--- src/hdl/ebus_pkg.sv ---
// constants, field layout and phase states of the external bus cycle sequencer
package ebus_pkg;
   // ==========================================================
   // register map (byte addresses on the register bus)
   localparam logic [11:0] OFS_CFG0   = 12'h000; // window n timing at OFS_CFG0 + 4n
   localparam logic [11:0] OFS_ADDR   = 12'h010;
   localparam logic [11:0] OFS_WDATA  = 12'h014;
   localparam logic [11:0] OFS_CMD    = 12'h018;
   localparam logic [11:0] OFS_STATUS = 12'h01C;
   localparam logic [11:0] OFS_CTRL   = 12'h020;
   localparam int          NUM_WIN    = 4;
   localparam int          WIN_W      = 2;

   // ==========================================================
   // window_timing_config fields
   localparam int CFG_AB     = 0;  // addr_setup_phase: 0 = 1 unit, 1 = 2 units
   localparam int CFG_ABX    = 1;  // 2 bits, extra units on window change
   localparam int CFG_C      = 3;  // 2 bits, cmd_delay_phase units
   localparam int CFG_D      = 5;  // wdata_setup_phase units
   localparam int CFG_E      = 6;  // 5 bits, access_phase units minus one
   localparam int CFG_F      = 11; // 2 bits, hold_phase units
   localparam int CFG_MUX    = 13; // shared address/data lines
   localparam int CFG_RDYEN  = 14; // ready handshake enabled
   localparam int CFG_RDYPOL = 15; // 1 = ready active high
   localparam int CFG_RDYASY = 16; // ready handled asynchronously
   localparam int CFG_UNIT   = 17; // 3 bits, phase_time_unit in clocks minus one
   localparam int CFG_W      = 20;
   localparam logic [CFG_W-1:0] CFG_RESET = 20'h00000;

   // ==========================================================
   // command, status and control fields
   localparam int CMD_RNW    = 0;
   localparam int CMD_WIN    = 1;  // 2 bits
   localparam int CMD_BLO    = 3;  // low byte enable
   localparam int CMD_BHI    = 4;  // high_byte_enable
   localparam int CMD_W      = 5;
   localparam int ST_BUSY    = 0;
   localparam int ST_PHASE   = 1;  // 3 bits
   localparam int ST_RDATA   = 16; // 16 bits
   localparam int CTRL_CLKEN = 0;
   localparam int ADDR_W     = 24;
   localparam int DATA_W     = 16;
   localparam int CNT_W      = 6;
   localparam int UNIT_W     = 3;

   // ==========================================================
   // bus cycle phases, gray coded along the cycle
   typedef enum logic [2:0] {
      PH_IDLE = 3'b000,
      PH_AB   = 3'b001,
      PH_C    = 3'b011,
      PH_D    = 3'b010,
      PH_E    = 3'b110,
      PH_F    = 3'b111
   } phase_t;
endpackage

--- src/hdl/cfg_store.sv ---
// per-window timing configuration store with two registered read ports
module cfg_store (
   // clock and reset
   input  wire logic                            clk,
   input  wire logic                            nrst,
   // write port
   input  wire logic                            we,
   input  wire logic [ebus_pkg::WIN_W-1:0]      waddr,
   input  wire logic [ebus_pkg::CFG_W-1:0]      wdata,
   // read ports
   input  wire logic [ebus_pkg::WIN_W-1:0]      ra_addr,
   output logic      [ebus_pkg::CFG_W-1:0]      ra_data,
   input  wire logic [ebus_pkg::WIN_W-1:0]      rb_addr,
   output logic      [ebus_pkg::CFG_W-1:0]      rb_data
);
   logic [ebus_pkg::CFG_W-1:0] mem [ebus_pkg::NUM_WIN];

   // ==========================================================
   // storage words
   genvar gi;
   generate
      for (gi = 0; gi < ebus_pkg::NUM_WIN; gi++) begin : g_word
         always_ff @(posedge clk or negedge nrst) begin
            if (!nrst) begin
               mem[gi] <= ebus_pkg::CFG_RESET;
            end else if (we && waddr == gi[ebus_pkg::WIN_W-1:0]) begin
               mem[gi] <= wdata;
            end
         end
      end
   endgenerate

   // ==========================================================
   // read data from a register, one cycle after the address
   always_ff @(posedge clk or negedge nrst) begin
      if (!nrst) begin
         ra_data <= ebus_pkg::CFG_RESET;
         rb_data <= ebus_pkg::CFG_RESET;
      end else begin
         ra_data <= mem[ra_addr];
         rb_data <= mem[rb_addr];
      end
   end
endmodule // cfg_store

--- src/hdl/ebus_seq.sv ---
// external bus cycle sequencer with its register bus slave
// Operation
// - five phases in fixed order per cycle
// - phase lengths from per-window timing config
// - setup 1-2 units, plus 0-3 on window change
// - command 0-3, data setup 0-1, hold 0-3
// - access 1-32 units, ready may extend
// - read data taken when read strobe rises
// - reference clock pin toggles at half the system clock rate, driver enabled with CTRL_CLKEN
// - mux shares lines; demux uses separate data
// - ready active level is configurable
// - async ready adds sync stage, one wait
// - ready inactive inserts wait; active ends access phase
//
// Decided for this implementation: the register offsets and the APB interface to the registers.
module ebus_seq (
   // clock and reset
   input  wire logic                           CLK,
   input  wire logic                           NRST,
   // register bus
   input  wire logic                           PSEL,
   input  wire logic                           PENABLE,
   input  wire logic                           PWRITE,
   input  wire logic [11:0]                    PADDR,
   input  wire logic [31:0]                    PWDATA,
   output logic      [31:0]                    PRDATA,
   output logic                                PREADY,
   output logic                                PSLVERR,
   // reference clock
   output logic                                EXTERNAL_CLOCK_OUTPUT,
   output logic                                EXTERNAL_CLOCK_OUTPUT_HS_EN,
   // external bus controls
   output logic      [ebus_pkg::NUM_WIN-1:0]   CS_N,
   output logic                                RD_N,
   output logic                                WRL_N,
   output logic                                WRH_N,
   output logic                                BHE_N,
   output logic                                ALE,
   input  wire logic                           READY,
   // address and data lines
   output logic      [ebus_pkg::ADDR_W-1:0]    A,
   input  wire logic [ebus_pkg::DATA_W-1:0]    AD_I,
   output logic      [ebus_pkg::DATA_W-1:0]    AD_O,
   output logic                                AD_OE,
   input  wire logic [ebus_pkg::DATA_W-1:0]    D_I,
   output logic      [ebus_pkg::DATA_W-1:0]    D_O,
   output logic                                D_OE
);
   // ==========================================================
   // register decode
   typedef enum logic [2:0] {
      SEL_CFG    = 3'b000,
      SEL_ADDR   = 3'b001,
      SEL_WDATA  = 3'b010,
      SEL_CMD    = 3'b011,
      SEL_STATUS = 3'b100,
      SEL_CTRL   = 3'b101,
      SEL_NONE   = 3'b111
   } reg_sel_t;

   // one aligned word per register, timing words in a block of four
   function automatic reg_sel_t decode_reg(input logic [11:0] a);
      reg_sel_t s;
      if (a[11:4] == ebus_pkg::OFS_CFG0[11:4] && a[1:0] == 2'h0) begin
         s = SEL_CFG;
      end else if (a == ebus_pkg::OFS_ADDR) begin
         s = SEL_ADDR;
      end else if (a == ebus_pkg::OFS_WDATA) begin
         s = SEL_WDATA;
      end else if (a == ebus_pkg::OFS_CMD) begin
         s = SEL_CMD;
      end else if (a == ebus_pkg::OFS_STATUS) begin
         s = SEL_STATUS;
      end else if (a == ebus_pkg::OFS_CTRL) begin
         s = SEL_CTRL;
      end else begin
         s = SEL_NONE;
      end
      return s;
   endfunction

   // ==========================================================
   // declarations
   reg_sel_t                        sel;
   logic                            acc_req, wr_done, cfg_we, start, tick, adv;
   logic                            next_pready, next_pslverr, next_external_clock_output;
   logic [31:0]                     next_prdata;
   logic                            clken, next_clken;
   logic [ebus_pkg::ADDR_W-1:0]     addr_reg, next_addr_reg, next_a;
   logic [ebus_pkg::DATA_W-1:0]     wdata_reg, next_wdata_reg, wd_lat, next_wd_lat;
   logic [ebus_pkg::DATA_W-1:0]     rdata_reg, next_rdata_reg, next_ad_o, next_d_o;
   logic [ebus_pkg::CMD_W-1:0]      cmd_reg, next_cmd_reg;
   logic [ebus_pkg::CFG_W-1:0]      cfg, cfg_rb;
   ebus_pkg::phase_t                phase, next_phase;
   logic [ebus_pkg::CNT_W-1:0]      cnt, next_cnt, ab_cnt;
   logic [ebus_pkg::UNIT_W-1:0]     ucnt, next_ucnt;
   logic [1:0]                      load, next_load;
   logic                            busy, next_busy;
   logic [ebus_pkg::WIN_W-1:0]      last_win, next_last_win, win;
   logic                            ready_s1, ready_s2, ready_s3, rdy_seen;
   logic                            rnw, blo, bhi, cyc, in_e, early, late;
   logic [ebus_pkg::NUM_WIN-1:0]    next_cs_n;
   logic                            next_rd_n, next_wrl_n, next_wrh_n, next_bhe_n;
   logic                            next_ale, next_ad_oe, next_d_oe;

   // ==========================================================
   // timing words, one per chip-select window
   cfg_store cfg_store_i (
      .clk     (CLK),
      .nrst    (NRST),
      .we      (cfg_we),
      .waddr   (PADDR[ebus_pkg::WIN_W+1:2]),
      .wdata   (PWDATA[ebus_pkg::CFG_W-1:0]),
      .ra_addr (win),
      .ra_data (cfg),
      .rb_addr (PADDR[ebus_pkg::WIN_W+1:2]),
      .rb_data (cfg_rb)
   );

   // ==========================================================
   // register bus: one wait state, so read data can come from a register
   always_comb begin
      sel            = decode_reg(PADDR);
      acc_req        = PSEL && PENABLE && !PREADY;
      wr_done        = PSEL && PENABLE && PREADY && PWRITE;
      next_pready    = acc_req;
      next_pslverr   = acc_req && sel == SEL_NONE;
      next_prdata    = PRDATA;
      if (acc_req && !PWRITE) begin
         case (sel)
            SEL_CFG:    next_prdata = {12'h000, cfg_rb};
            SEL_ADDR:   next_prdata = {8'h00, addr_reg};
            SEL_WDATA:  next_prdata = {16'h0000, wdata_reg};
            SEL_CMD:    next_prdata = {27'h0000000, cmd_reg};
            SEL_STATUS: next_prdata = {rdata_reg, 12'h000, phase, busy};
            SEL_CTRL:   next_prdata = {31'h00000000, clken};
            default:    next_prdata = 32'h00000000;
         endcase
      end
      cfg_we         = wr_done && sel == SEL_CFG;
      start          = wr_done && sel == SEL_CMD && !busy;
      next_addr_reg  = (wr_done && sel == SEL_ADDR) ? PWDATA[ebus_pkg::ADDR_W-1:0] : addr_reg;
      next_wdata_reg = (wr_done && sel == SEL_WDATA) ? PWDATA[ebus_pkg::DATA_W-1:0] : wdata_reg;
      next_cmd_reg   = start ? PWDATA[ebus_pkg::CMD_W-1:0] : cmd_reg;
      next_clken     = (wr_done && sel == SEL_CTRL) ? PWDATA[ebus_pkg::CTRL_CLKEN] : clken;
      // registered outputs only, so the pin shows a half-rate image of the clock
      next_external_clock_output    = clken ? !EXTERNAL_CLOCK_OUTPUT : 1'b0;
   end

   always_ff @(posedge CLK or negedge NRST) begin
      if (!NRST) begin
         PREADY       <= 1'b0;
         PSLVERR      <= 1'b0;
         PRDATA       <= 32'h00000000;
         addr_reg     <= 24'h000000;
         wdata_reg    <= 16'h0000;
         cmd_reg      <= 5'h00;
         clken        <= 1'b0;
         EXTERNAL_CLOCK_OUTPUT_HS_EN <= 1'b0;
         EXTERNAL_CLOCK_OUTPUT       <= 1'b0;
      end else begin
         PREADY       <= next_pready;
         PSLVERR      <= next_pslverr;
         PRDATA       <= next_prdata;
         addr_reg     <= next_addr_reg;
         wdata_reg    <= next_wdata_reg;
         cmd_reg      <= next_cmd_reg;
         clken        <= next_clken;
         EXTERNAL_CLOCK_OUTPUT_HS_EN <= next_clken;
         EXTERNAL_CLOCK_OUTPUT       <= next_external_clock_output;
      end
   end

   // ==========================================================
   // ready pin: two stages always, a third one for asynchronous use
   always_ff @(posedge CLK or negedge NRST) begin
      if (!NRST) begin
         ready_s1 <= 1'b0;
         ready_s2 <= 1'b0;
         ready_s3 <= 1'b0;
      end else begin
         ready_s1 <= READY;
         ready_s2 <= ready_s1;
         ready_s3 <= ready_s2;
      end
   end

   // ==========================================================
   // phase sequencer
   always_comb begin
      win            = cmd_reg[ebus_pkg::CMD_WIN +: ebus_pkg::WIN_W];
      rnw            = cmd_reg[ebus_pkg::CMD_RNW];
      blo            = cmd_reg[ebus_pkg::CMD_BLO];
      bhi            = cmd_reg[ebus_pkg::CMD_BHI];
      tick           = ucnt == 3'h0;
      adv            = 1'b0;
      // active level chosen per window
      rdy_seen       = (cfg[ebus_pkg::CFG_RDYASY] ? ready_s3 : ready_s2)
                       == cfg[ebus_pkg::CFG_RDYPOL];
      ab_cnt         = {5'h00, cfg[ebus_pkg::CFG_AB]}
                       + ((win != last_win) ? {4'h0, cfg[ebus_pkg::CFG_ABX +: 2]} : 6'h00);
      next_phase     = phase;
      next_cnt       = cnt;
      next_ucnt      = tick ? cfg[ebus_pkg::CFG_UNIT +: ebus_pkg::UNIT_W] : ucnt - 3'h1;
      next_load      = {load[0], start};
      next_busy      = busy || start;
      next_last_win  = last_win;
      next_rdata_reg = rdata_reg;
      case (phase)
         ebus_pkg::PH_IDLE: begin
            next_ucnt = cfg[ebus_pkg::CFG_UNIT +: ebus_pkg::UNIT_W];
            if (load[1]) begin
               next_phase = ebus_pkg::PH_AB;
               next_cnt   = ab_cnt;
            end
         end
         ebus_pkg::PH_AB, ebus_pkg::PH_C, ebus_pkg::PH_D, ebus_pkg::PH_F: begin
            if (tick && cnt == 6'h00) begin
               adv = 1'b1;
            end else if (tick) begin
               next_cnt = cnt - 6'h01;
            end
         end
         ebus_pkg::PH_E: begin
            if (tick && cnt != 6'h00) begin
               next_cnt = cnt - 6'h01;
            end else if (tick && (!cfg[ebus_pkg::CFG_RDYEN] || rdy_seen)) begin
               adv = 1'b1;
            end
         end
         default: next_phase = ebus_pkg::PH_IDLE;
      endcase
      // fixed order; zero-length phases are skipped
      if (adv) begin
         case (phase)
            ebus_pkg::PH_AB: begin
               if (cfg[ebus_pkg::CFG_C +: 2] != 2'h0) begin
                  next_phase = ebus_pkg::PH_C;
                  next_cnt   = {4'h0, cfg[ebus_pkg::CFG_C +: 2]} - 6'h01;
               end else if (cfg[ebus_pkg::CFG_D]) begin
                  next_phase = ebus_pkg::PH_D;
                  next_cnt   = 6'h00;
               end else begin
                  next_phase = ebus_pkg::PH_E;
                  next_cnt   = {1'b0, cfg[ebus_pkg::CFG_E +: 5]};
               end
            end
            ebus_pkg::PH_C: begin
               next_phase = cfg[ebus_pkg::CFG_D] ? ebus_pkg::PH_D : ebus_pkg::PH_E;
               next_cnt   = cfg[ebus_pkg::CFG_D] ? 6'h00 : {1'b0, cfg[ebus_pkg::CFG_E +: 5]};
            end
            ebus_pkg::PH_D: begin
               next_phase = ebus_pkg::PH_E;
               next_cnt   = {1'b0, cfg[ebus_pkg::CFG_E +: 5]};
            end
            ebus_pkg::PH_E: begin
               // taken at the edge that raises the read strobe
               if (rnw) begin
                  next_rdata_reg = cfg[ebus_pkg::CFG_MUX] ? AD_I : D_I;
               end
               next_last_win = win;
               if (cfg[ebus_pkg::CFG_F +: 2] != 2'h0) begin
                  next_phase = ebus_pkg::PH_F;
                  next_cnt   = {4'h0, cfg[ebus_pkg::CFG_F +: 2]} - 6'h01;
               end else begin
                  next_phase = ebus_pkg::PH_IDLE;
                  next_busy  = 1'b0;
               end
            end
            default: begin
               next_phase = ebus_pkg::PH_IDLE;
               next_busy  = 1'b0;
            end
         endcase
      end
   end

   always_ff @(posedge CLK or negedge NRST) begin
      if (!NRST) begin
         phase     <= ebus_pkg::PH_IDLE;
         cnt       <= 6'h00;
         ucnt      <= 3'h0;
         load      <= 2'h0;
         busy      <= 1'b0;
         last_win  <= 2'h0;
         rdata_reg <= 16'h0000;
         wd_lat    <= 16'h0000;
      end else begin
         phase     <= next_phase;
         cnt       <= next_cnt;
         ucnt      <= next_ucnt;
         load      <= next_load;
         busy      <= next_busy;
         last_win  <= next_last_win;
         rdata_reg <= next_rdata_reg;
         wd_lat    <= next_wd_lat;
      end
   end

   // ==========================================================
   // pin values follow the phase being entered
   always_comb begin
      cyc         = next_phase != ebus_pkg::PH_IDLE;
      in_e        = next_phase == ebus_pkg::PH_E;
      early       = next_phase == ebus_pkg::PH_AB || next_phase == ebus_pkg::PH_C;
      late        = next_phase == ebus_pkg::PH_D || in_e || next_phase == ebus_pkg::PH_F;
      next_a      = (phase == ebus_pkg::PH_IDLE && load[1]) ? addr_reg : A;
      next_wd_lat = (phase == ebus_pkg::PH_IDLE && load[1]) ? wdata_reg : wd_lat;
      next_cs_n   = cyc ? ~(4'h1 << win) : 4'hF;
      next_rd_n   = !(in_e && rnw);
      next_wrl_n  = !(in_e && !rnw && blo);
      next_wrh_n  = !(in_e && !rnw && bhi);
      next_bhe_n  = !(cyc && bhi);
      next_ale    = next_phase == ebus_pkg::PH_AB && cfg[ebus_pkg::CFG_MUX];
      // shared lines: address first, then write data; released for reads
      next_ad_oe  = cfg[ebus_pkg::CFG_MUX] && (early || (late && !rnw));
      next_d_oe   = !cfg[ebus_pkg::CFG_MUX] && late && !rnw;
      next_ad_o   = AD_O;
      if (cfg[ebus_pkg::CFG_MUX] && early) begin
         next_ad_o = next_a[ebus_pkg::DATA_W-1:0];
      end else if (cfg[ebus_pkg::CFG_MUX] && late && !rnw) begin
         next_ad_o = next_wd_lat;
      end
      next_d_o    = next_d_oe ? next_wd_lat : D_O;
   end

   always_ff @(posedge CLK or negedge NRST) begin
      if (!NRST) begin
         CS_N  <= 4'hF;
         RD_N  <= 1'b1;
         WRL_N <= 1'b1;
         WRH_N <= 1'b1;
         BHE_N <= 1'b1;
         ALE   <= 1'b0;
         A     <= 24'h000000;
         AD_O  <= 16'h0000;
         AD_OE <= 1'b0;
         D_O   <= 16'h0000;
         D_OE  <= 1'b0;
      end else begin
         CS_N  <= next_cs_n;
         RD_N  <= next_rd_n;
         WRL_N <= next_wrl_n;
         WRH_N <= next_wrh_n;
         BHE_N <= next_bhe_n;
         ALE   <= next_ale;
         A     <= next_a;
         AD_O  <= next_ad_o;
         AD_OE <= next_ad_oe;
         D_O   <= next_d_o;
         D_OE  <= next_d_oe;
      end
   end
endmodule // ebus_seq

--- config.mk ---
export PLATFORM = sky130hd
export DESIGN_NAME = ebus_seq
export DESIGN_NICKNAME = d
export VERILOG_FILES = /design/src/hdl/ebus_pkg.sv /design/src/hdl/cfg_store.sv /design/src/hdl/ebus_seq.sv
export SDC_FILE = /design/constraint.sdc
export NUM_CORES = 1
export LEC_CHECK = 0
export BUFFER_PORTS_ARGS = -buffer_cell sky130_fd_sc_hd__buf_2
export CORE_UTILIZATION = 30
export DETAILED_ROUTE_END_ITERATION = 16
export REMOVE_ABC_BUFFERS = 1
export SLEW_MARGIN = 15
export SYNTH_ARGS = -nofsm -noshare
export SYNTH_HDL_FRONTEND = slang
export SYNTH_SLANG_ARGS = --single-unit
--- constraint.sdc ---
create_clock -name CLK -period 4.65 [get_ports CLK]
set_input_delay 0.2325 -clock CLK [delete_from_list [all_inputs] [get_ports CLK]]
set_output_delay 0.2325 -clock CLK [all_outputs]
set_load 0.01 [all_outputs]
Yosys cells after proc, flatten, opt, wreduce, memory -nomap -nowiden
Index checks and enable logic that the tools add are counted.
- $add $sub $neg: 5
- $lt $le $gt $ge: 2
- equal/unequal tests: 26
- shift operators: 1
- multiplexer cells: 48
- bitwise logic cells: 3
- reductions and logical operators: 68
- operators by type and width (operator ; count):
    one-hot mux 32 bit (6 select lines) ; 1
    binary-select mux 20 bit (select 2 bit) ; 2
    two-way mux 16 bit ; 5
    two-way mux 20 bit ; 4
    equality test 12 x 5 -> 1 bit (second input constant) ; 4
    two-way mux 6 bit ; 7
    logical AND 1 bit ; 34
    two-way mux 3 bit ; 11
    one-hot mux 6 bit (4 select lines) ; 1
    equality test 3 bit (second input constant) ; 7
    equality test 3 x 2 -> 1 bit (second input constant) ; 6
    one-hot mux 6 bit (3 select lines) ; 1
    equality test 12 x 6 -> 1 bit (second input constant) ; 1
    one-hot mux 3 bit (4 select lines) ; 1
    logical NOT 1 bit ; 11
    equality test 3 x 1 -> 1 bit (second input constant) ; 3
    logical NOT 3 bit ; 3
    logical NOT 8 bit ; 1
    two-way mux 1 bit ; 7
    greater-or-equal comparator 3 bit (second input constant) ; 2
    logical NOT 6 bit ; 1
    logical OR 1 bit ; 6
    two-way mux 2 bit ; 3
    NOT 2 -> 3 bit ; 2
    23 further kinds ; 29
- flip-flop bits (word level): 320
- input port bits: 82
- output and inout bits: 103
- word-level logic and storage cells: 190

Depth between registers and ports, before layout
- word-level depth: 15
- mapped depth: 12

Modules after synthesis
Synthesis repeated with hierarchy kept, for this count alone.
- cells, all modules: 1074
- area, all modules: 13799.5 µm²
- by module, submodules not included (module ; instances ; cells each ; area an instance (µm²)):
    ebus_seq ; 1 ; 814 ; 8867.3
    cfg_store ; 1 ; 260 ; 4932.2

Worst setup path after synthesis
OpenSTA, ideal clock, no wires.
- path type: register -> register
- from: register cmd_reg[1] (netlist name)
- to: register cnt[1] (netlist name)
- data arrival time: 2448 ps
- required time: 4528 ps
- path slack: 2080 ps
- stages on the path, launching flop included: 13
- buffers on the path: 2
- clock period less this slack: 2570 ps
- cells stage by stage: dfrtp_1 > clkbuf_1 > clkbuf_1 > xnor2_1 > nand2_1 > and2_1 > ha_1 > ha_1 > nand2_1 > o21ai_0 > a21oi_1 > o211ai_1 > a32o_1
- longest elaborated chain between the ends: 8
- RTL lines (element ; line ; RTL):
    start, declared ; ebus_seq.sv:92 ; logic [ebus_pkg::CMD_W-1:0] cmd_reg, next_cmd_reg;
    start signal, assigned ; ebus_seq.sv:167 ; cmd_reg <= next_cmd_reg;
    inequality test 2 bit (*) ; ebus_seq.sv:201 ; + ((win != last_win) ? {4'h0, cfg[ebus_pkg::CFG_ABX +: 2]} : 6'h00);
    two-way mux 2 bit (*) ; ebus_seq.sv:201 ;
    adder 1 x 2 -> 3 bit (*) ; ebus_seq.sv:201 ;
    two-way mux 6 bit (*) ; ebus_seq.sv:212 ; if (load[1]) begin
    one-hot mux 6 bit (3 select lines) (*) ; ebus_seq.sv:209 ; case (phase)
    two-way mux 6 bit ; ebus_seq.sv:262 ; if (cfg[ebus_pkg::CFG_F +: 2] != 2'h0) begin
    one-hot mux 6 bit (4 select lines) ; ebus_seq.sv:235 ; case (phase)
    two-way mux 6 bit (*) ; ebus_seq.sv:234 ; if (adv) begin
    net next_cnt (one bit) ; ebus_seq.sv:95 ; logic [ebus_pkg::CNT_W-1:0] cnt, next_cnt, ab_cnt;
    end signal, assigned ; ebus_seq.sv:290 ; cnt <= next_cnt;
    end, declared ; ebus_seq.sv:95 ;
Mark *: on every way through the listed nets, which the timed path passes. The rest lies on a longest branch.
A chain may end at the register's enable or synchronous reset.

Final worst setup path
- from: register phase[0]
- to: register D_O[5] (netlist name)
- longest elaborated chain between the ends: 9
- elaborated cells on any way between the ends: 22
- those cells by class: eq/ne (8); mux (6); reduce/logical (8)
- RTL lines (element ; line ; RTL):
    start, declared ; ebus_seq.sv:94 ; ebus_pkg::phase_t phase, next_phase;
    start signal, assigned ; ebus_seq.sv:280 ; phase <= ebus_pkg::PH_IDLE;
    start signal, assigned ; ebus_seq.sv:289 ; phase <= next_phase;
    equality test 3 bit, or another cell as far along ; ebus_seq.sv:209, ebus_seq.sv:235 ;
    OR reduction 5 bit (no line) or OR reduction 4 bit (tied branches) ; - ;
    one-hot mux 3 bit (2 select lines) or one-hot mux 1 bit (2 select lines) (tied branches) ; ebus_seq.sv:209 ;
    two-way mux 3 bit ; ebus_seq.sv:234 ;
    equality test 3 x 2 -> 1 bit or equality test 3 bit (tied branches) ; ebus_seq.sv:306, ebus_seq.sv:304 ;
    logical OR 1 bit (2 in series) ; ebus_seq.sv:306 ; late = next_phase == ebus_pkg::PH_D || in_e || next_phase == ebus_pkg::PH_F;
    logical AND 1 bit (2 in series) ; ebus_seq.sv:317 ; next_d_oe = !cfg[ebus_pkg::CFG_MUX] && late && !rnw;
    end signal, assigned ; ebus_seq.sv:350 ; D_O <= next_d_o;
    end, declared ; ebus_seq.sv:46 ; output logic [ebus_pkg::DATA_W-1:0] D_O,
Several ways; a longest one is shown, not always the timed one.

==> reports/qor.txt <==
CRITICAL PATH
--------------------------------------------------------------------------------------------------------
Worst Path Required .......................................................................      5.06 ns
Cell-by-cell listing of the critical path ................................................. nor2b_1 > o2111ai_2 > nor3_2 > or2_1 > a21o_1 > buf_4 > mux2_2
RR Endpoint ...............................................................................       D_O[5]
CP arrival ................................................................................      3.80 ns
Maximum single-stage delay on the critical path ...........................................      0.81 ns
Launch point of the worst reg-to-reg path .................................................     phase[0]
Startpoint of the most critical setup path ................................................     phase[0]
Type of destination of the critical path ..................................................     register
Largest fanout on the critical path .......................................................           21
Category of the most critical setup path .................................................. register to register
Reg-to-reg setup timing slack .............................................................      1.26 ns
Standard cell with the maximum stage delay on the critical path ........................... sky130_fd_sc_hd__dfrtp_1
Path depth of the worst reg2reg path ......................................................            7
Startpoint kind of the worst setup timing path ............................................     register

SYNTHESIS
--------------------------------------------------------------------------------------------------------
Fraction of synthesis flops using an asynchronous set or reset pin ........................         100%
Unique cell type count in the Yosys netlist ...............................................           65
Post-synthesis register bit count .........................................................          320
Warning count from the yosys run ..........................................................            0
Synthesized cell area ..................................................................... 13,800 sq um
Predominant post-synthesis flop cell ...................................................... sky130_fd_sc_hd__dfrtp_1
Share of the yosys chip area belonging to registers .......................................        57.9%
Avg Cell Area, Syn ........................................................................   13.5 sq um
Post-synthesis cell count .................................................................        1,026
EDFF count, synth .........................................................................            0

LAYOUT
--------------------------------------------------------------------------------------------------------
Post-route insts no fill ..................................................................        1,841
Share of the core filled with cells in the final layout ...................................        36.8%
Fillers ...................................................................................        4,493
Area growth from synthesis to layout ......................................................        20.8%
Antenna diode count .......................................................................            0
Area taken by multi-input logic gates .....................................................   5450 sq um
Largest registers ......................................................................... cfg_store_i.mem x80, PRDATA x32
Biggest register .......................................................................... cfg_store_i.mem
Flip-flop and latch area ..................................................................   8020 sq um
Post-route cell area ...................................................................... 16,700 sq um
Fin nets ..................................................................................        1,303
Layout cell share with drive strength beyond 1 ............................................        40.5%
Max reg flops .............................................................................           80

GLOBAL ROUTING
--------------------------------------------------------------------------------------------------------
GRT Total Usage ...........................................................................        15.8%
Global-route met3 utilization .............................................................        2.57%
Global-route track usage on met2 ..........................................................        25.6%
Antenna violations before repair ..........................................................            1
Gr ovfl total .............................................................................            0
Largest net degree at the start of global routing .........................................          140
Top Usage Layer GRT .......................................................................         met2
Wire length of the first global-routing pass ..............................................    56,900 um
Met1 Resource Use GR ......................................................................        22.2%
Vias in the first global route ............................................................        9,355

ROUTING
--------------------------------------------------------------------------------------------------------
Drc violations ............................................................................            0
Vias/cell .................................................................................         4.94
DRC marker count from the first detailed-route iteration ..................................          550
Pre-antenna DRT Iters .....................................................................            6
Average wire per cell in the routed design ................................................      19.9 um
Post-Route WL .............................................................................    36,700 um
Number of vias in the routed layout .......................................................        9,096
Antenna-violating nets left ...............................................................            0

WORST HOLD PATH
--------------------------------------------------------------------------------------------------------
End point of the most critical hold path .................................................. rdata_reg[5]
Start point of the worst min-delay path ...................................................       D_I[5]
Path category of the worst min-delay check ................................................ input pin to register
Hold path depth ...........................................................................            3

FLOORPLAN
--------------------------------------------------------------------------------------------------------
DIE HEIGHT ................................................................................       217 um
Die ar. ................................................................................... 47,000 sq um
I/O pin total .............................................................................          185
Starting utilization of the core area .....................................................        30.4%
Die X .....................................................................................       217 um
Placeable Area ............................................................................ 45,500 sq um
Number of core rows .......................................................................           78

PLACED DESIGN
--------------------------------------------------------------------------------------------------------
Final HPWL from detailed placement ........................................................    24,200 um
Placement Setup Slack .....................................................................      1.29 ns
Gpl congestion ............................................................................        0.863
Dpl cell area ............................................................................. 15,500 sq um
Count of input and output buffers .........................................................          176
Number of placed instances with taps included .............................................        1,768

CLOCKING
--------------------------------------------------------------------------------------------------------
Total clock sinks .........................................................................          320
H-tree levels .............................................................................            2
Buffers from clock root to sink, at most ..................................................            3
Post-CTS clock slew at the launch and capture registers of the worst setup and hold paths .      0.06 ns
CTS root buf .............................................................................. sky130_fd_sc_hd__clkbuf_16
Resized cells post-CTS ....................................................................            0
Insertion delay of the later-clocked pin in the worst-skew pair ...........................      0.53 ns
Clock buffer count from CTS ...............................................................           35
TritonCTS clock tree ......................................................................          yes

RUN STATUS
--------------------------------------------------------------------------------------------------------
Outcome ................................................................................... finished clean

STA
--------------------------------------------------------------------------------------------------------
Fin Clk Skew ..............................................................................    0.0169 ns
RSZ-0062 raised after global routing ......................................................           no
Fin crit share ............................................................................        72.9%
Number of pins with negative max-slew slack in the final report ...........................            0
Clock period minus worst slack ............................................................      3.39 ns
Setup violations, final ...................................................................            0
Final hold viol count .....................................................................            0
Worst slew margin relative to its limit ...................................................        22.3%
Post-route setup TNS ......................................................................         0 ns
Maximum clock frequency ...................................................................      295 MHz
Pin slew with the least headroom to its limit .............................................      1.17 ns
PnR worst setup slack .....................................................................      1.26 ns

PWR
--------------------------------------------------------------------------------------------------------
Power per cell area .......................................................................  352 nW/um^2
Worst vdd ir ..............................................................................       257 uV
Static Leakage ............................................................................      7.99 nW

RUN
--------------------------------------------------------------------------------------------------------
Number of max-cap violations ..............................................................            0

[cell usage after synthesis, drive strengths merged (5+ instances only)]
cell	instances	area, sq um
dfrtp	312	7810
mux2	169	1940
nor2	72	270
nand2	60	228
mux4	44	991
inv	42	158
mux2i	34	340
clkbuf	33	124
a21oi	29	145
buf	27	149
nand3	22	110
o21ai	21	105
a31oi	20	125
a22oi	16	120
o221ai	15	131
nor3	10	65.1
a221oi	9	78.8
dfstp	8	210
ha	6	75.1
nor3b	6	61.3
nand2b	5	31.3
or3	5	31.3
[report_power, final]
part           switching (mW)  internal (mW)
combinational           0.176         0.0948
sequential             0.0219           2.83
clock                    1.14           1.62
[how the worst max path moves through the flow]
stage / to / slack [ns] / cells past startpoint
2_1_floorplan: AD_O[0] / 0.78 / 5
3_3_place_gp: D_O[15] / 1.35 / 7
3_5_place_dp: D_O[5] / 1.29 / 7
4_1_cts: D_O[5] / 1.27 / 7
5_1_grt: D_O[2] / 1.05 / 7
6_report: D_O[5] / 1.26 / 7
[metal layers]
metal  share of wire [%]  up-vias  routed length (um)
met2                  48      213               17500
met3                 4.1       51                1500
met1                  46     4708               17000
li1                    -     4124                   -
met5                   0        -                   0
met4                 2.0        0                 722
[per-stage QoR]
| stage | hold slack (ns) | power [mW] |
|---|---|---|
| floorplan | -0.0631 | 2.98 |
| global placement | 0.334 | 3.17 |
| detailed placement | 0.343 | 3.17 |
| CTS | 0.00598 | 5.98 |
| global route | 0.0202 | 6.11 |
| finish | 0.0243 | 5.88 |
[cells by family after synthesis]
family / count (synthesis) / share of synthesized area (%)
and+or+nand+nor: 211 / 7.79
adders and majority gates: 6 / 0.542
xor gates and xnor gates: 3 / 0.190
DFF: 320 / 57.9
AOI/OAI and AO/OA: 137 / 6.81
muxes: 247 / 23.6
buffers and inverters: 102 / 3.11
[worst max-delay path: cells and delay by family (launching register included)]
| kind | cells | cell delay, ns |
|---|---|---|
| AO/OA/AOI/OAI | 2 | 0.80 |
| AND/OR/NAND/NOR | 3 | 0.92 |
| buffers and inverters | 1 | 0.36 |
| multiplexers | 1 | 0.36 |
| flip-flops | 1 | 0.81 |
[timing repair]
item,4_1_cts,5_1_grt
endpoints found under the hold margin,148,0
setup buffers,0,0
hold buffers,10,0
[final cells by class]
type	count	share of cell area [%]
Clock buffer	47	5.93
Inverter	42	0.943
Sequential cell	320	47.9
Timing Repair Buffer	212	7.17
Tap cell	600	4.49
Multi-Input combinational cell	604	32.6
Clock inverter	16	0.920
[layout by cell type, fill, tap and decap left out, types with 4 or more instances in the layout]
cell                            synthesis  routed
sky130_fd_sc_hd__a21o_1                 4       4
sky130_fd_sc_hd__a21oi_1               29      29
sky130_fd_sc_hd__a221oi_1               9       9
sky130_fd_sc_hd__a22oi_1               16      16
sky130_fd_sc_hd__a31oi_1               20      20
sky130_fd_sc_hd__and2_1                 4       4
sky130_fd_sc_hd__buf_2                 14     175
sky130_fd_sc_hd__buf_4                  4      25
sky130_fd_sc_hd__clkbuf_1              33       5
sky130_fd_sc_hd__clkbuf_16              0      35
sky130_fd_sc_hd__clkbuf_8               0       7
sky130_fd_sc_hd__clkinv_2               0       7
sky130_fd_sc_hd__dfrtp_1              312     312
sky130_fd_sc_hd__dfstp_2                8       8
sky130_fd_sc_hd__dlygate4sd3_1          0      10
sky130_fd_sc_hd__ha_1                   6       6
sky130_fd_sc_hd__inv_1                 42      42
sky130_fd_sc_hd__mux2_2               160     160
sky130_fd_sc_hd__mux2_4                 9       9
sky130_fd_sc_hd__mux2i_1               34      34
sky130_fd_sc_hd__mux4_2                44      44
sky130_fd_sc_hd__nand2_1               59      59
sky130_fd_sc_hd__nand2b_1               5       5
sky130_fd_sc_hd__nand3_1               22      22
sky130_fd_sc_hd__nor2_1                72      70
sky130_fd_sc_hd__nor3_1                 7       5
sky130_fd_sc_hd__nor3_2                 3       4
sky130_fd_sc_hd__o211ai_1               4       4
sky130_fd_sc_hd__o21ai_0               21      21
sky130_fd_sc_hd__o221ai_1              15      15
sky130_fd_sc_hd__o31ai_1                4       4
sky130_fd_sc_hd__or3_1                  5       5
No activity file was read; power rests on OpenSTA's default activity.
